File: config.mk
export PLATFORM = sky130hd
export DESIGN_NAME = asrc_ctrl
export DESIGN_NICKNAME = d
export VERILOG_FILES = /design/src/inc/asrc_pkg.sv /design/src/logic/asrc_ctrl.sv
export SDC_FILE = /design/constraint.sdc
export NUM_CORES = 1
export LEC_CHECK = 0
export ABC_AREA = 0
export BUFFER_PORTS_ARGS = -buffer_cell sky130_fd_sc_hd__buf_2
export CAP_MARGIN = 10
export CORE_UTILIZATION = 50
export DETAILED_ROUTE_END_ITERATION = 7
export GPL_TIMING_DRIVEN = 0
export PLACE_DENSITY_LB_ADDON = 0.15
export SLEW_MARGIN = 20
export SYNTH_ARGS = -nofsm -noshare
export SYNTH_HDL_FRONTEND = slang
export SYNTH_SLANG_ARGS = --single-unit
export TNS_END_PERCENT = 5
File: constraint.sdc
create_clock -name clk_sys_i -period 5.85 [get_ports clk_sys_i]
set_clock_uncertainty 0.2 [all_clocks]
set_input_delay 0.585 -clock clk_sys_i [delete_from_list [all_inputs] [get_ports clk_sys_i]]
set_output_delay 0.585 -clock clk_sys_i [all_outputs]
set_load 0.05 [all_outputs]
File: src/inc/asrc_pkg.sv
package asrc_pkg;
   localparam int ASRC_ADDR_W = 18;
   localparam int ASRC_DATA_W = 4;
   localparam int ASRC_CLK_PS = 25000;
   // Timing figures in their own units
   localparam int ASRC_POWERUP_WAIT_US = 100;
   localparam int ASRC_READ_PERIOD_NS = 10;
   localparam int ASRC_WRITE_PERIOD_NS = 10;
   localparam int ASRC_WRITE_STROBE_WIDTH_NS = 7;
   localparam int ASRC_ADDR_TO_DATA_NS = 10;
   localparam int ASRC_WRITE_FLOAT_NS = 5;
   localparam int ASRC_WRITE_SETUP_NS = 6;
   // Cycle counts, least times rounded up, minimum one
   function automatic int asrc_cyc(input int ps);
      int c;
      c = (ps + ASRC_CLK_PS - 1) / ASRC_CLK_PS;
      return (c < 1) ? 1 : c;
   endfunction
   localparam int ASRC_POWERUP_CYC = asrc_cyc(ASRC_POWERUP_WAIT_US * 1000000);
   localparam int ASRC_RD_CYC = asrc_cyc(ASRC_ADDR_TO_DATA_NS * 1000) + 1;
   localparam int ASRC_WE_CYC = asrc_cyc((ASRC_WRITE_FLOAT_NS + ASRC_WRITE_SETUP_NS) * 1000);
   localparam int ASRC_SYNC_CYC = 2;
   localparam int ASRC_CNT_W = 16;
   typedef enum logic [2:0] {
      ASRC_S_POWERUP = 3'h0,
      ASRC_S_IDLE = 3'h1,
      ASRC_S_READ = 3'h3,
      ASRC_S_WRITE = 3'h2,
      ASRC_S_WEND = 3'h6
   } asrc_state_t;
endpackage

File: src/logic/asrc_ctrl.sv
`timescale 1ns/1ps
`default_nettype none
module asrc_ctrl
   import asrc_pkg::*;
#(
   parameter int POWERUP_CYC = ASRC_POWERUP_CYC
) (
   // Clock and reset
   input wire logic clk_sys_i,
   input wire logic rst_i,
   // User request
   input wire logic req_valid_i,
   input wire logic req_write_i,
   input wire logic [ASRC_ADDR_W-1:0] req_addr_i,
   input wire logic [ASRC_DATA_W-1:0] req_wdata_i,
   output logic req_ready_o,
   output logic rsp_valid_o,
   output logic [ASRC_DATA_W-1:0] rsp_rdata_o,
   // Memory pins
   output logic [ASRC_ADDR_W-1:0] word_address_18b_o,
   output logic chip_sel_n_o,
   output logic out_en_n_o,
   output logic write_n_o,
   input wire logic [ASRC_DATA_W-1:0] data_bus_4b_i,
   output logic [ASRC_DATA_W-1:0] data_bus_4b_o,
   output logic data_bus_4b_oe_o
);
   asrc_state_t state_r, state_nxt;
   logic [ASRC_CNT_W-1:0] cnt_r, cnt_nxt;
   logic [ASRC_ADDR_W-1:0] addr_r;
   logic [ASRC_DATA_W-1:0] wdata_r, rdata_r;
   logic [ASRC_DATA_W-1:0] din_s1_r, din_s2_r;
   logic cs_n_r, oe_n_r, we_n_r, drv_r, rsp_r;
   wire cnt_done = (cnt_r == '0);
   wire idle = (state_r == ASRC_S_IDLE);
   wire take = idle && req_valid_i;
   wire [ASRC_CNT_W-1:0] rd_len = ASRC_CNT_W'(ASRC_RD_CYC + ASRC_SYNC_CYC);
   wire [ASRC_CNT_W-1:0] we_len = ASRC_CNT_W'(ASRC_WE_CYC - 1);

   always_comb begin
      state_nxt = state_r;
      cnt_nxt = cnt_done ? cnt_r : cnt_r - ASRC_CNT_W'(1);
      unique case (state_r)
         ASRC_S_POWERUP: begin
            if (cnt_done) begin
               state_nxt = ASRC_S_IDLE;
            end
         end
         ASRC_S_IDLE: begin
            if (take) begin
               state_nxt = req_write_i ? ASRC_S_WRITE : ASRC_S_READ;
               cnt_nxt = req_write_i ? we_len : rd_len;
            end
         end
         ASRC_S_READ: begin
            if (cnt_done) begin
               state_nxt = ASRC_S_IDLE;
            end
         end
         ASRC_S_WRITE: begin
            if (cnt_done) begin
               state_nxt = ASRC_S_WEND;
            end
         end
         ASRC_S_WEND: begin
            state_nxt = ASRC_S_IDLE;
         end
         default: begin
            state_nxt = ASRC_S_IDLE;
         end
      endcase
   end

   always_ff @(posedge clk_sys_i) begin
      if (rst_i) begin
         state_r <= ASRC_S_POWERUP;
         cnt_r <= ASRC_CNT_W'(POWERUP_CYC - 1);
      end else begin
         state_r <= state_nxt;
         cnt_r <= cnt_nxt;
      end
   end

   // Pin strobes: address set on the same edge that select falls, data held through write end
   always_ff @(posedge clk_sys_i) begin
      if (rst_i) begin
         addr_r <= '0;
         wdata_r <= '0;
         cs_n_r <= 1'b1;
         oe_n_r <= 1'b1;
         we_n_r <= 1'b1;
         drv_r <= 1'b0;
      end else begin
         if (take) begin
            addr_r <= req_addr_i;
            wdata_r <= req_wdata_i;
         end
         cs_n_r <= !(state_nxt == ASRC_S_READ || state_nxt == ASRC_S_WRITE);
         oe_n_r <= !(state_nxt == ASRC_S_READ);
         we_n_r <= !(state_nxt == ASRC_S_WRITE);
         drv_r <= (state_nxt == ASRC_S_WRITE) || (state_nxt == ASRC_S_WEND);
      end
   end

   // Read data passes two flops before capture
   always_ff @(posedge clk_sys_i) begin
      if (rst_i) begin
         din_s1_r <= '0;
         din_s2_r <= '0;
         rdata_r <= '0;
         rsp_r <= 1'b0;
      end else begin
         din_s1_r <= data_bus_4b_i;
         din_s2_r <= din_s1_r;
         rsp_r <= (state_r == ASRC_S_READ) && cnt_done;
         if ((state_r == ASRC_S_READ) && cnt_done) begin
            rdata_r <= din_s2_r;
         end
      end
   end

   assign req_ready_o = idle;
   assign rsp_valid_o = rsp_r;
   assign rsp_rdata_o = rdata_r;
   assign word_address_18b_o = addr_r;
   assign chip_sel_n_o = cs_n_r;
   assign out_en_n_o = oe_n_r;
   assign write_n_o = we_n_r;
   assign data_bus_4b_o = wdata_r;
   assign data_bus_4b_oe_o = drv_r;

   logic [ASRC_CNT_W-1:0] low_cnt_r;
   always_ff @(posedge clk_sys_i) begin
      if (rst_i) begin
         low_cnt_r <= '0;
      end else begin
         low_cnt_r <= we_n_r ? '0 : low_cnt_r + ASRC_CNT_W'(1);
      end
   end

   // Cycles since reset, saturating, for the power-up wait check
   logic [ASRC_CNT_W-1:0] since_rst_r;
   always_ff @(posedge clk_sys_i) begin
      if (rst_i) begin
         since_rst_r <= '0;
      end else if (since_rst_r != '1) begin
         since_rst_r <= since_rst_r + ASRC_CNT_W'(1);
      end
   end

   no_early_access_a: assert property (@(posedge clk_sys_i) disable iff (rst_i)
      (state_r == ASRC_S_POWERUP) |-> chip_sel_n_o)
      else $error("access before power-up wait");
   we_high_read_a: assert property (@(posedge clk_sys_i) disable iff (rst_i)
      !out_en_n_o |-> write_n_o)
      else $error("write strobe low during read");
   we_width_a: assert property (@(posedge clk_sys_i) disable iff (rst_i)
      ($rose(write_n_o) && !$past(rst_i)) |-> (low_cnt_r >= ASRC_CNT_W'(ASRC_WE_CYC)))
      else $error("write strobe too short");
   data_hold_a: assert property (@(posedge clk_sys_i) disable iff (rst_i)
      $rose(write_n_o) |-> data_bus_4b_oe_o && $stable(data_bus_4b_o))
      else $error("write data not held at write end");
   no_contention_a: assert property (@(posedge clk_sys_i) disable iff (rst_i)
      data_bus_4b_oe_o |-> out_en_n_o)
      else $error("driving while device enabled");
   addr_stable_a: assert property (@(posedge clk_sys_i) disable iff (rst_i)
      (!chip_sel_n_o && !$past(chip_sel_n_o)) |-> $stable(word_address_18b_o))
      else $error("address moved during cycle");
   read_len_a: assert property (@(posedge clk_sys_i) disable iff (rst_i)
      $fell(out_en_n_o) |-> !out_en_n_o [*2] ##1 !out_en_n_o)
      else $error("read cycle too short");
   resp_after_read_a: assert property (@(posedge clk_sys_i) disable iff (rst_i)
      rsp_valid_o |-> out_en_n_o && !$past(out_en_n_o) && !$past(out_en_n_o, 5))
      else $error("response without read cycle");

   // Pin and request/response protocol checks
   powerup_wait_a: assert property (@(posedge clk_sys_i) disable iff (rst_i)
      req_ready_o |-> (since_rst_r >= ASRC_CNT_W'(POWERUP_CYC)))
      else $error("ready before power-up wait ended");
   read_pins_a: assert property (@(posedge clk_sys_i) disable iff (rst_i)
      !out_en_n_o |-> !chip_sel_n_o && !data_bus_4b_oe_o)
      else $error("read without select or with bus driven");
   write_pins_a: assert property (@(posedge clk_sys_i) disable iff (rst_i)
      !write_n_o |-> !chip_sel_n_o && data_bus_4b_oe_o)
      else $error("write without select or without data");
   write_oe_high_a: assert property (@(posedge clk_sys_i) disable iff (rst_i)
      !write_n_o |-> out_en_n_o)
      else $error("output enable low during write");
   drive_release_a: assert property (@(posedge clk_sys_i) disable iff (rst_i)
      $fell(data_bus_4b_oe_o) |-> $past(write_n_o) && $past(chip_sel_n_o))
      else $error("data released before write ended");
   wdata_steady_a: assert property (@(posedge clk_sys_i) disable iff (rst_i)
      (data_bus_4b_oe_o && $past(data_bus_4b_oe_o)) |-> $stable(data_bus_4b_o))
      else $error("write data changed while driven");
   rsp_pulse_a: assert property (@(posedge clk_sys_i) disable iff (rst_i)
      rsp_valid_o |=> !rsp_valid_o)
      else $error("response longer than one cycle");
   idle_deselect_a: assert property (@(posedge clk_sys_i) disable iff (rst_i)
      idle |-> chip_sel_n_o && write_n_o && out_en_n_o && !data_bus_4b_oe_o)
      else $error("pins active while idle");
endmodule
`default_nettype wire

==> flow_metrics.tcl, run 1 <==
set metrics [dict create \
    status "completed" \
    worst_slack_ps 3453 \
    async_flop_share_pct 0 \
    min_period_ps 2397 \
    final_hold_viol_count 0 \
    drc 0 \
    fin_util_pct 64.47 \
    finalNonFillerCells 393 \
    max_freq_mhz 417.3 \
    dp_slack_ps 3127 \
    antenna_found_initial 0 \
    p_per_area_nw_per_um2 263.6 \
    setup_violations 0 \
    worstSkewPairLatency_ps 330 \
    num_vias 2099 \
    max_cap_viol_count 0 \
    tightest_slew_ps 1036 \
    start_kind "register" \
    clockBufferDepth 2 \
    worst_ep_arrival_time_ps 2410 \
    rows 24 \
    post_cts_resized 0 \
    slowest_stage "nor4bb_1" \
    synthTopCellsByArea "dfxtp_1, nand2_1, a21oi_1, nor2b_1, o21ai_0" \
    area_growth_pct 23.71 \
    antenna_left 0 \
    wl_mm 5.012 \
    n_fill_cell 391 \
    io_buffer_count 61 \
    synth_edf_count 0 \
    min-delay-path-class "register to register" \
    path_max_fanout 10 \
    synth_top_area_cell "dfxtp_1" \
    post_drt_wl_per_cell_um 12.75 \
    critPathRequiredTime_ps 5860 \
    synthCells 264 \
    viasPerCell 5.341 \
    timing.final.crit_share_pct 40.97 \
    ys_ff_latch 58 \
    finalSetupTns_ps 0 \
    cts.sinks 58 \
    io_pins 62 \
    worst-setup-path-type "register to register" \
    drt_iter0_drc 103 \
    drive_above_1_share_pct 25.22 \
    final_nets 367 \
    grt_max_degree 11 \
    die_y_um 69.60 \
    dr.pass1.iters 4 \
    gr-usage-all-layers_pct 22.19 \
    cts-root-buf "clkbuf_8" \
    cts_buffers 9 \
    path_clk_slew_ps 70 \
    grt_overflow 0 \
    diodes 0 \
    grt_pass1_vias 1912 \
    cts_tree "built" \
    max_stage_delay_ps 850 \
    crit_chain "nor4bb_1 > buf_2 > nor2_1 > a311oi_1 > o21ai_0" \
    end_kind "register" \
    syn_area_um2 2285 \
    core-area_um2 4384 \
    grt_pass1_wl_mm 8.487 \
    yosysSeqAreaShare_pct 50.82 \
    ys.flop_type "dfxtp_1" \
    slew_headroom_pct 30.02 \
    avgSynthCellArea_um2 8.654 \
    synthTopCellsByCount "dfxtp_1, nand2_1, a21oi_1" \
    yosysWarnings 0 \
    slew_viol_final 0 \
    synth_most_common_cell "dfxtp_1" \
    post-place-cells 377 \
    synth_nets 295 \
    gp_congestion 0.8171 \
    htreeDepth 3 \
    ir_worst_vdd_mv 0.1634 \
    cts_hold_buf 0 \
    ys_types 43 \
    dp_hpwl_mm 3.532 \
    p_leak_nw 1.096 \
    initial_utilization_pct 52.11 \
    die_w_um 69.60 \
    cts_setup_buffers 0 \
    fp.dieArea_um2 4843 \
    yosysTopAreaCellShare_pct 50.82 \
    rsz0062_at_grt "false" \
]
metal layers:
layer	GRT usage, %	vias to the layer above	wire length [µm]
li1	-	1082	-
met1	28.06	943	2392
met2	34.20	69	2268
met3	6.250	5	294
met4	12.02	0	56
met5	0	-	0
cell type report:
cell class	instances	area, µm²	area share [%]
Clock inverter	5	30.03	1.062
Clock buffer	11	141.4	5.002
Tap cell	52	65.06	2.302
Multi-Input combinational cell	187	1047	37.05
Sequential cell	58	1161	41.08
Buffer	14	57.56	2.036
Timing Repair Buffer	61	305.3	10.80
Inverter	5	18.77	0.6640
per-stage QoR:
step	power (mW)	instance area (µm²)	hold WS, ps
5_1_grt	0.7699	2826	250.4
6_report	0.7452	2826	236.8
3_3_place_gp	0.4364	2655	220.4
2_1_floorplan	0.4231	2285	213.8
4_1_cts	0.7519	2826	240.0
3_5_place_dp	0.4371	2655	226.2
final timing paths:
path	cells past startpoint	endpoint	start	slack, ps
worst max-delay path	5	cnt_r[9]	state_r[0]	3450
worst min-delay path	1	din_s2_r[3]	din_s1_r[3]	240
worst max register to register	5	cnt_r[9]	state_r[0]	3450
worst min register to register	1	din_s2_r[3]	din_s1_r[3]	240
worst max-delay path: cells and delay by family (launching register included):
family / cells / cell delay, ps
simple gates: 2 / 920
flops: 1 / 430
buf+inv: 1 / 370
compound gates: 2 / 340
where the power goes:
group          internal, mW  switching [mW]  total, mW
combinational        0.0134          0.0129     0.0262
sequential            0.399         0.00247      0.402
clock                 0.163           0.155      0.317
total                 0.575           0.170      0.745
cells by family (layout without fill, tap and decap cells):
family,count (synthesis),count (layout),share of synthesized area (%)
AOI/OAI and AO/OA,65,65,16.43
xor gates and xnor gates,1,1,0.3834
adders and majority gates,1,1,0.5476
buffers and inverters,19,96,3.341
DFF,58,58,50.82
muxes,2,2,0.8763
and+or+nand+nor,118,118,27.60
layout by cell type, fill, tap and decap left out, drive strengths merged, types with 3 or more instances in the layout:
| cell | netlist | routed |
|---|---|---|
| o41ai | 3 | 3 |
| nand3b | 3 | 3 |
| clkbuf | 10 | 21 |
| nor3 | 7 | 7 |
| buf | 4 | 65 |
| a21oi | 36 | 36 |
| dfxtp | 58 | 58 |
| nand4 | 3 | 3 |
| clkinv | 0 | 3 |
| nor2 | 5 | 5 |
| a31oi | 4 | 4 |
| nor4 | 3 | 3 |
| or4 | 3 | 3 |
| nand3 | 10 | 10 |
| nand2 | 55 | 55 |
| o21ai | 12 | 12 |
| or3 | 7 | 7 |
| inv | 5 | 5 |
| nor2b | 10 | 10 |
flip-flops by register name (all words and copies together) (netlist names):
| name | cells |
|---|---|
| din_s1_r | 4 |
| data_bus_4b_o | 4 |
| rsp_rdata_o | 4 |
| out_en_n_o | 1 |
| din_s2_r | 4 |
| chip_sel_n_o | 1 |
| write_n_o | 1 |
| cnt_r | 16 |
| data_bus_4b_oe_o | 1 |
| state_r | 3 |
| word_address_18b_o | 18 |
| rsp_valid_o | 1 |
Note: power is estimated with default switching activity, not from simulation.
==> run 2: changes to the inputs <==
--- a/config.mk
+++ b/config.mk
@@ -8,7 +8,7 @@
 export ABC_AREA = 0
 export BUFFER_PORTS_ARGS = -buffer_cell sky130_fd_sc_hd__buf_2
 export CAP_MARGIN = 10
-export CORE_UTILIZATION = 50
+export CORE_UTILIZATION = 46
 export DETAILED_ROUTE_END_ITERATION = 7
 export GPL_TIMING_DRIVEN = 0
 export PLACE_DENSITY_LB_ADDON = 0.15
==> constraint.sdc (replaced) <==
create_clock -name clk_sys_i -period 2 [get_ports clk_sys_i]
set_clock_uncertainty 0.2 [all_clocks]
set_input_delay 0.2 -clock clk_sys_i [delete_from_list [all_inputs] [get_ports clk_sys_i]]
set_output_delay 0.2 -clock clk_sys_i [all_outputs]
set_load 0.05 [all_outputs]
==> flow_metrics.tcl, run 2 (synthesis results as in run 1) <==
set metrics [dict create \
    status "complete, but fails checks" \
    violations "setup timing" \
    worst-setup-path-type "register to register" \
    rsz0062_at_grt "true" \
    max_stage_delay_ps 580 \
    min-delay-path-class "input port to register" \
    post_drt_wl_per_cell_um 12.94 \
    viasPerCell 5.100 \
    cts.sinks 58 \
    rows 25 \
    drc 0 \
    worstSetupStartpoint "cnt_r[9]" \
    dp_slack_ps -398.6 \
    slew_headroom_pct 64.49 \
    setup_violations 1 \
    wl_mm 5.693 \
    dp_hpwl_mm 3.662 \
    max_freq_mhz 493.4 \
    critPathRequiredTime_ps 2070 \
    grt_overflow 0 \
    gr-usage-all-layers_pct 22.37 \
    clockBufferDepth 2 \
    slowest_stage "or4_4" \
    cts-root-buf "clkbuf_8" \
    rr_startpoint "cnt_r[9]" \
    finalSetupTns_ps -26.82 \
    start_kind "register" \
    worst_ep_arrival_time_ps 2100 \
    gp_congestion 0.8356 \
    ff2ff_path_depth 4 \
    min_period_ps 2027 \
    dr.pass1.iters 4 \
    p_leak_nw 1.297 \
    endpoint "cnt_r[13]" \
    slew_viol_final 0 \
    drive_above_1_share_pct 28.95 \
    crit_chain "or4_4 > or3_4 > or3_1 > a21oi_1" \
    htreeDepth 3 \
    antenna_found_initial 0 \
    area_growth_pct 44.96 \
    grt_max_degree 12 \
    worst_slack_ps -26.82 \
    path_max_fanout 5 \
    final_nets 399 \
    largest_reg_flops 18 \
    max_cap_viol_count 0 \
    die_w_um 72.48 \
    tightest_slew_ps 532.6 \
    p_per_area_nw_per_um2 796.4 \
    final_hold_viol_count 0 \
    num_vias 2244 \
    diodes 0 \
    cts_tree "built" \
    timing.final.crit_share_pct 101.3 \
    grt_pass1_wl_mm 8.894 \
    reg2reg_slack_ps -30 \
    worstSkewPairLatency_ps 340 \
    cts_buffers 9 \
    antenna_left 0 \
    grt_pass1_vias 1996 \
    layout.cells.most_common "buf_2" \
    path_clk_slew_ps 70 \
    regToRegEndpoint "cnt_r[13]" \
    io_pins 62 \
    die_y_um 72.48 \
    io_buffer_count 61 \
    core-area_um2 4755 \
    ir_worst_vdd_mv 0.7414 \
    n_fill_cell 389 \
    initial_utilization_pct 48.05 \
    power_mw 2.638 \
    end_kind "register" \
    fp.dieArea_um2 5253 \
    drt_iter0_drc 102 \
    layout_common_cells "buf_2, nand2_1, dfxtp_1, a21oi_1, dlygate4sd3_1" \
]
## run 2: cell types whose count changed in the layout (fill, tap and decap cells not counted), moves of 4 or more
cell,change
dfxtp_1,-5
buf_4,+6
dlygate4sd3_1,+27
clkbuf_1,-5
clkbuf_2,+4
dfxtp_2,+5
## run 2: layout make-up
type	count	area, µm²	area share [%]
Multi-Input combinational cell	187	1112	33.59
Buffer	14	65.06	1.964
Clock buffer	10	137.6	4.156
Inverter	5	18.77	0.5667
Clock inverter	6	113.9	3.438
Sequential cell	58	1167	35.25
Timing Repair Buffer	93	613.1	18.51
Tap cell	67	83.83	2.531
## run 2: per-stage QoR
stage / instance area [µm²] / utilization (%) / std cells / hold slack (ps)
final: 3312 / 69.66 / 440 / 11.59
after global routing: 3312 / 69.66 / 440 / 27.03
after global placement: 2679 / 56.34 / 392 / 212.4
after detailed placement: 2679 / 56.34 / 392 / 213.7
after CTS: 3253 / 68.42 / 435 / 3.858
after floorplan: 2290 / - / 264 / 128.2
## run 2: worst min-delay path by stage
| stage | start | end | slack, ps | depth (start not counted) |
|---|---|---|---|---|
| 4_1_cts | req_valid_i | data_bus_4b_oe_o | 4 | 3 |
| 2_1_floorplan | data_bus_4b_i[0] | din_s1_r[0] | 130 | 1 |
| 3_3_place_gp | data_bus_4b_i[2] | din_s1_r[2] | 210 | 2 |
| 5_1_grt | req_valid_i | data_bus_4b_oe_o | 30 | 3 |
| 6_report | req_valid_i | data_bus_4b_oe_o | 10 | 3 |
| 3_5_place_dp | data_bus_4b_i[3] | din_s1_r[3] | 210 | 2 |
## run 2: worst max-delay path, delay by kind of cell, from the launching register on
family,cells,cell delay [ps]
simple gates,3,1270
compound gates,1,140
flops,1,350
## run 2: timing repair
item / CTS / global route
gates resized for setup: 11 / 14
buffers inserted: 0 / 5
pin swaps: 3 / 4
hold buffers: 27 / 0
endpoints found under the hold margin: 27 / 0
setup endpoints to repair: 46 / 36
## run 2: metal layers
layer | part of all wire, % | GRT usage [%] | wire (µm)
met1 | 45 | 26.74 | 2567
met2 | 47 | 35.72 | 2656
met3 | 6.7 | 8.472 | 382
met4 | 1.5 | 10.02 | 87
met5 | 0 | 0 | 0
## run 2: power by group
part / internal, mW / switching (mW)
Combinational: 0.0752 / 0.0467
Clock: 0.863 / 0.476
Sequential: 1.17 / 0.00865
==> run 3: changes to the inputs <==
--- a/config.mk
+++ b/config.mk
@@ -8,7 +8,7 @@
 export ABC_AREA = 0
 export BUFFER_PORTS_ARGS = -buffer_cell sky130_fd_sc_hd__buf_2
 export CAP_MARGIN = 10
-export CORE_UTILIZATION = 46
+export CORE_UTILIZATION = 30
 export DETAILED_ROUTE_END_ITERATION = 7
 export GPL_TIMING_DRIVEN = 0
 export PLACE_DENSITY_LB_ADDON = 0.15
==> constraint.sdc (replaced) <==
create_clock -name clk_sys_i -period 2.35 [get_ports clk_sys_i]
set_clock_uncertainty 0.2 [all_clocks]
set_input_delay 0.235 -clock clk_sys_i [delete_from_list [all_inputs] [get_ports clk_sys_i]]
set_output_delay 0.235 -clock clk_sys_i [all_outputs]
set_load 0.05 [all_outputs]
==> flow_metrics.tcl, run 3 (synthesis results as in run 1) <==
set metrics [dict create \
    status "completed" \
    drt_iter0_drc 53 \
    min_period_ps 2188 \
    die_y_um 89.27 \
    clockBufferDepth 2 \
    cts_setup_buffers 0 \
    start_kind "register" \
    max_freq_mhz 457.0 \
    slowest_stage "a2111oi_1" \
    fp.dieArea_um2 7968 \
    layout_common_cells "buf_2, dfxtp_1, nand2_1, a21oi_1, dlygate4sd3_1" \
    dp_slack_ps -148.7 \
    num_vias 2216 \
    ir_worst_vdd_mv 0.3070 \
    drc 0 \
    rsz0062_at_grt "false" \
    placed_cell_area_um2 2714 \
    regToRegEndpoint "cnt_r[12]" \
    diodes 0 \
    rows 31 \
    path_max_fanout 6 \
    slew_viol_final 0 \
    final_nets 393 \
    critPathTopFamily "compound AO/OA/AOI/OAI gates" \
    critPathRequiredTime_ps 2420 \
    grt_pass1_vias 2002 \
    max_cap_viol_count 0 \
    io_buffer_count 61 \
    reg2reg_slack_ps 160 \
    cts_tree "built" \
    viasPerCell 4.755 \
    crit_buf_inv 1 \
    core-area_um2 7292 \
    max_stage_delay_ps 530 \
    layout.cells.most_common "buf_2" \
    htreeDepth 3 \
    tightest_slew_ps 579.2 \
    power_mw 1.921 \
    timing.final.crit_share_pct 93.12 \
    hold_end "data_bus_4b_oe_o" \
    multi_input_area_um2 1081 \
    post_drt_wl_per_cell_um 13.10 \
    grt_pass1_wl_mm 9.735 \
    slew_headroom_pct 61.39 \
    final_hold_viol_count 0 \
    ff2ff_path_depth 6 \
    grt_max_degree 11 \
    die_w_um 89.27 \
    worst-setup-path-type "register to register" \
    crit_chain "inv_1 > ha_1 > nor2b_2 > nand2_1 > a2111oi_1 > mux2i_1" \
    n_fill_cell 761 \
    gp_congestion 0.8198 \
    antenna_found_initial 0 \
    cts.sinks 58 \
    wl_mm 6.105 \
    drive_above_1_share_pct 23.98 \
    p_leak_nw 1.200 \
    largest_reg_flops 18 \
    worstSkewPairLatency_ps 340 \
    path_clk_slew_ps 70 \
    fin_util_pct 43.62 \
    io_pins 62 \
    setup_violations 0 \
    design_area_um2 3181 \
    worst_slack_ps 161.8 \
    dp_hpwl_mm 4.053 \
    antenna_left 0 \
    p_per_area_nw_per_um2 603.9 \
    rr_startpoint "cnt_r[0]" \
    area_growth_pct 39.21 \
    dr.pass1.iters 5 \
    initial_utilization_pct 31.33 \
    end_kind "register" \
    hold_depth 3 \
    cts_buffers 9 \
    cts-root-buf "clkbuf_8" \
    worst_ep_arrival_time_ps 2260 \
    min-delay-path-class "input port to register" \
    hold_start "req_valid_i" \
    grt_overflow 0 \
    final-seq-area_um2 1161 \
    gr-usage-all-layers_pct 16.44 \
]
## run 3: cell count changes in the layout (fill, tap and decap cells not counted), moves of 2 or more
cell	change
clkbuf_2	-4
bufinv_16	-3
clkbuf_1	+6
dfxtp_2	-5
dfxtp_1	+5
nor3_1	+2
nor3_2	-2
buf_4	-6
## run 3: through the flow
| stage | TNS [ps] | std cells | hold WS [ps] |
|---|---|---|---|
| floorplan | 0 | 264 | 163.2 |
| global placement | -2254 | 424 | 223.7 |
| detailed placement | -2613 | 424 | 220.4 |
| CTS | 0 | 466 | 27.26 |
| global route | 0 | 466 | 48.00 |
| finish | 0 | 466 | 43.27 |
## run 3: worst reg2reg max path: stages (launching register included)
cell	delay, ps
dfxtp_1	340
inv_1	70
ha_1	220
nor2b_2	310
nand2_1	200
a2111oi_1	530
mux2i_1	240
## run 3: per-layer routing
metal	up-vias	track usage, %	share of wire [%]
li1	1134	-	-
met1	1019	21.90	47
met2	56	24.15	45
met3	7	7.110	6.7
met4	0	4.762	1.3
met5	-	0	0
## run 3: final cells by class
class | instances | area share, %
multi-input combinational | 187 | 33.99
tap | 99 | 3.895
inverter | 5 | 0.5901
buffer | 14 | 1.810
timing repair buffer | 87 | 17.78
clock inverter | 4 | 0.8655
clock buffer | 12 | 4.563
sequential | 58 | 36.51
## run 3: what timing repair did
item                                   in CTS  in global routing
gates resized for setup                     3                  3
setup endpoints to repair                  24                  5
hold buffers                               26                  0
endpoints found under the hold margin      26                  0
## run 3: where the power goes
part | internal [mW] | switching (mW)
Sequential | 0.994 | 0.00681
Clock | 0.410 | 0.409
Combinational | 0.0619 | 0.0403
## run 3: how the worst max path moves through the flow
stage / start / end / slack [ps] / cells after the start
floorplan: state_r[0] / cnt_r[2] / 70 / 4
global placement: state_r[0] / word_address_18b_o[11] / -110 / 5
detailed placement: state_r[0] / cnt_r[9] / -150 / 5
CTS: cnt_r[0] / cnt_r[12] / 50 / 6
global route: cnt_r[0] / cnt_r[12] / 30 / 6
finish: cnt_r[0] / cnt_r[12] / 160 / 6
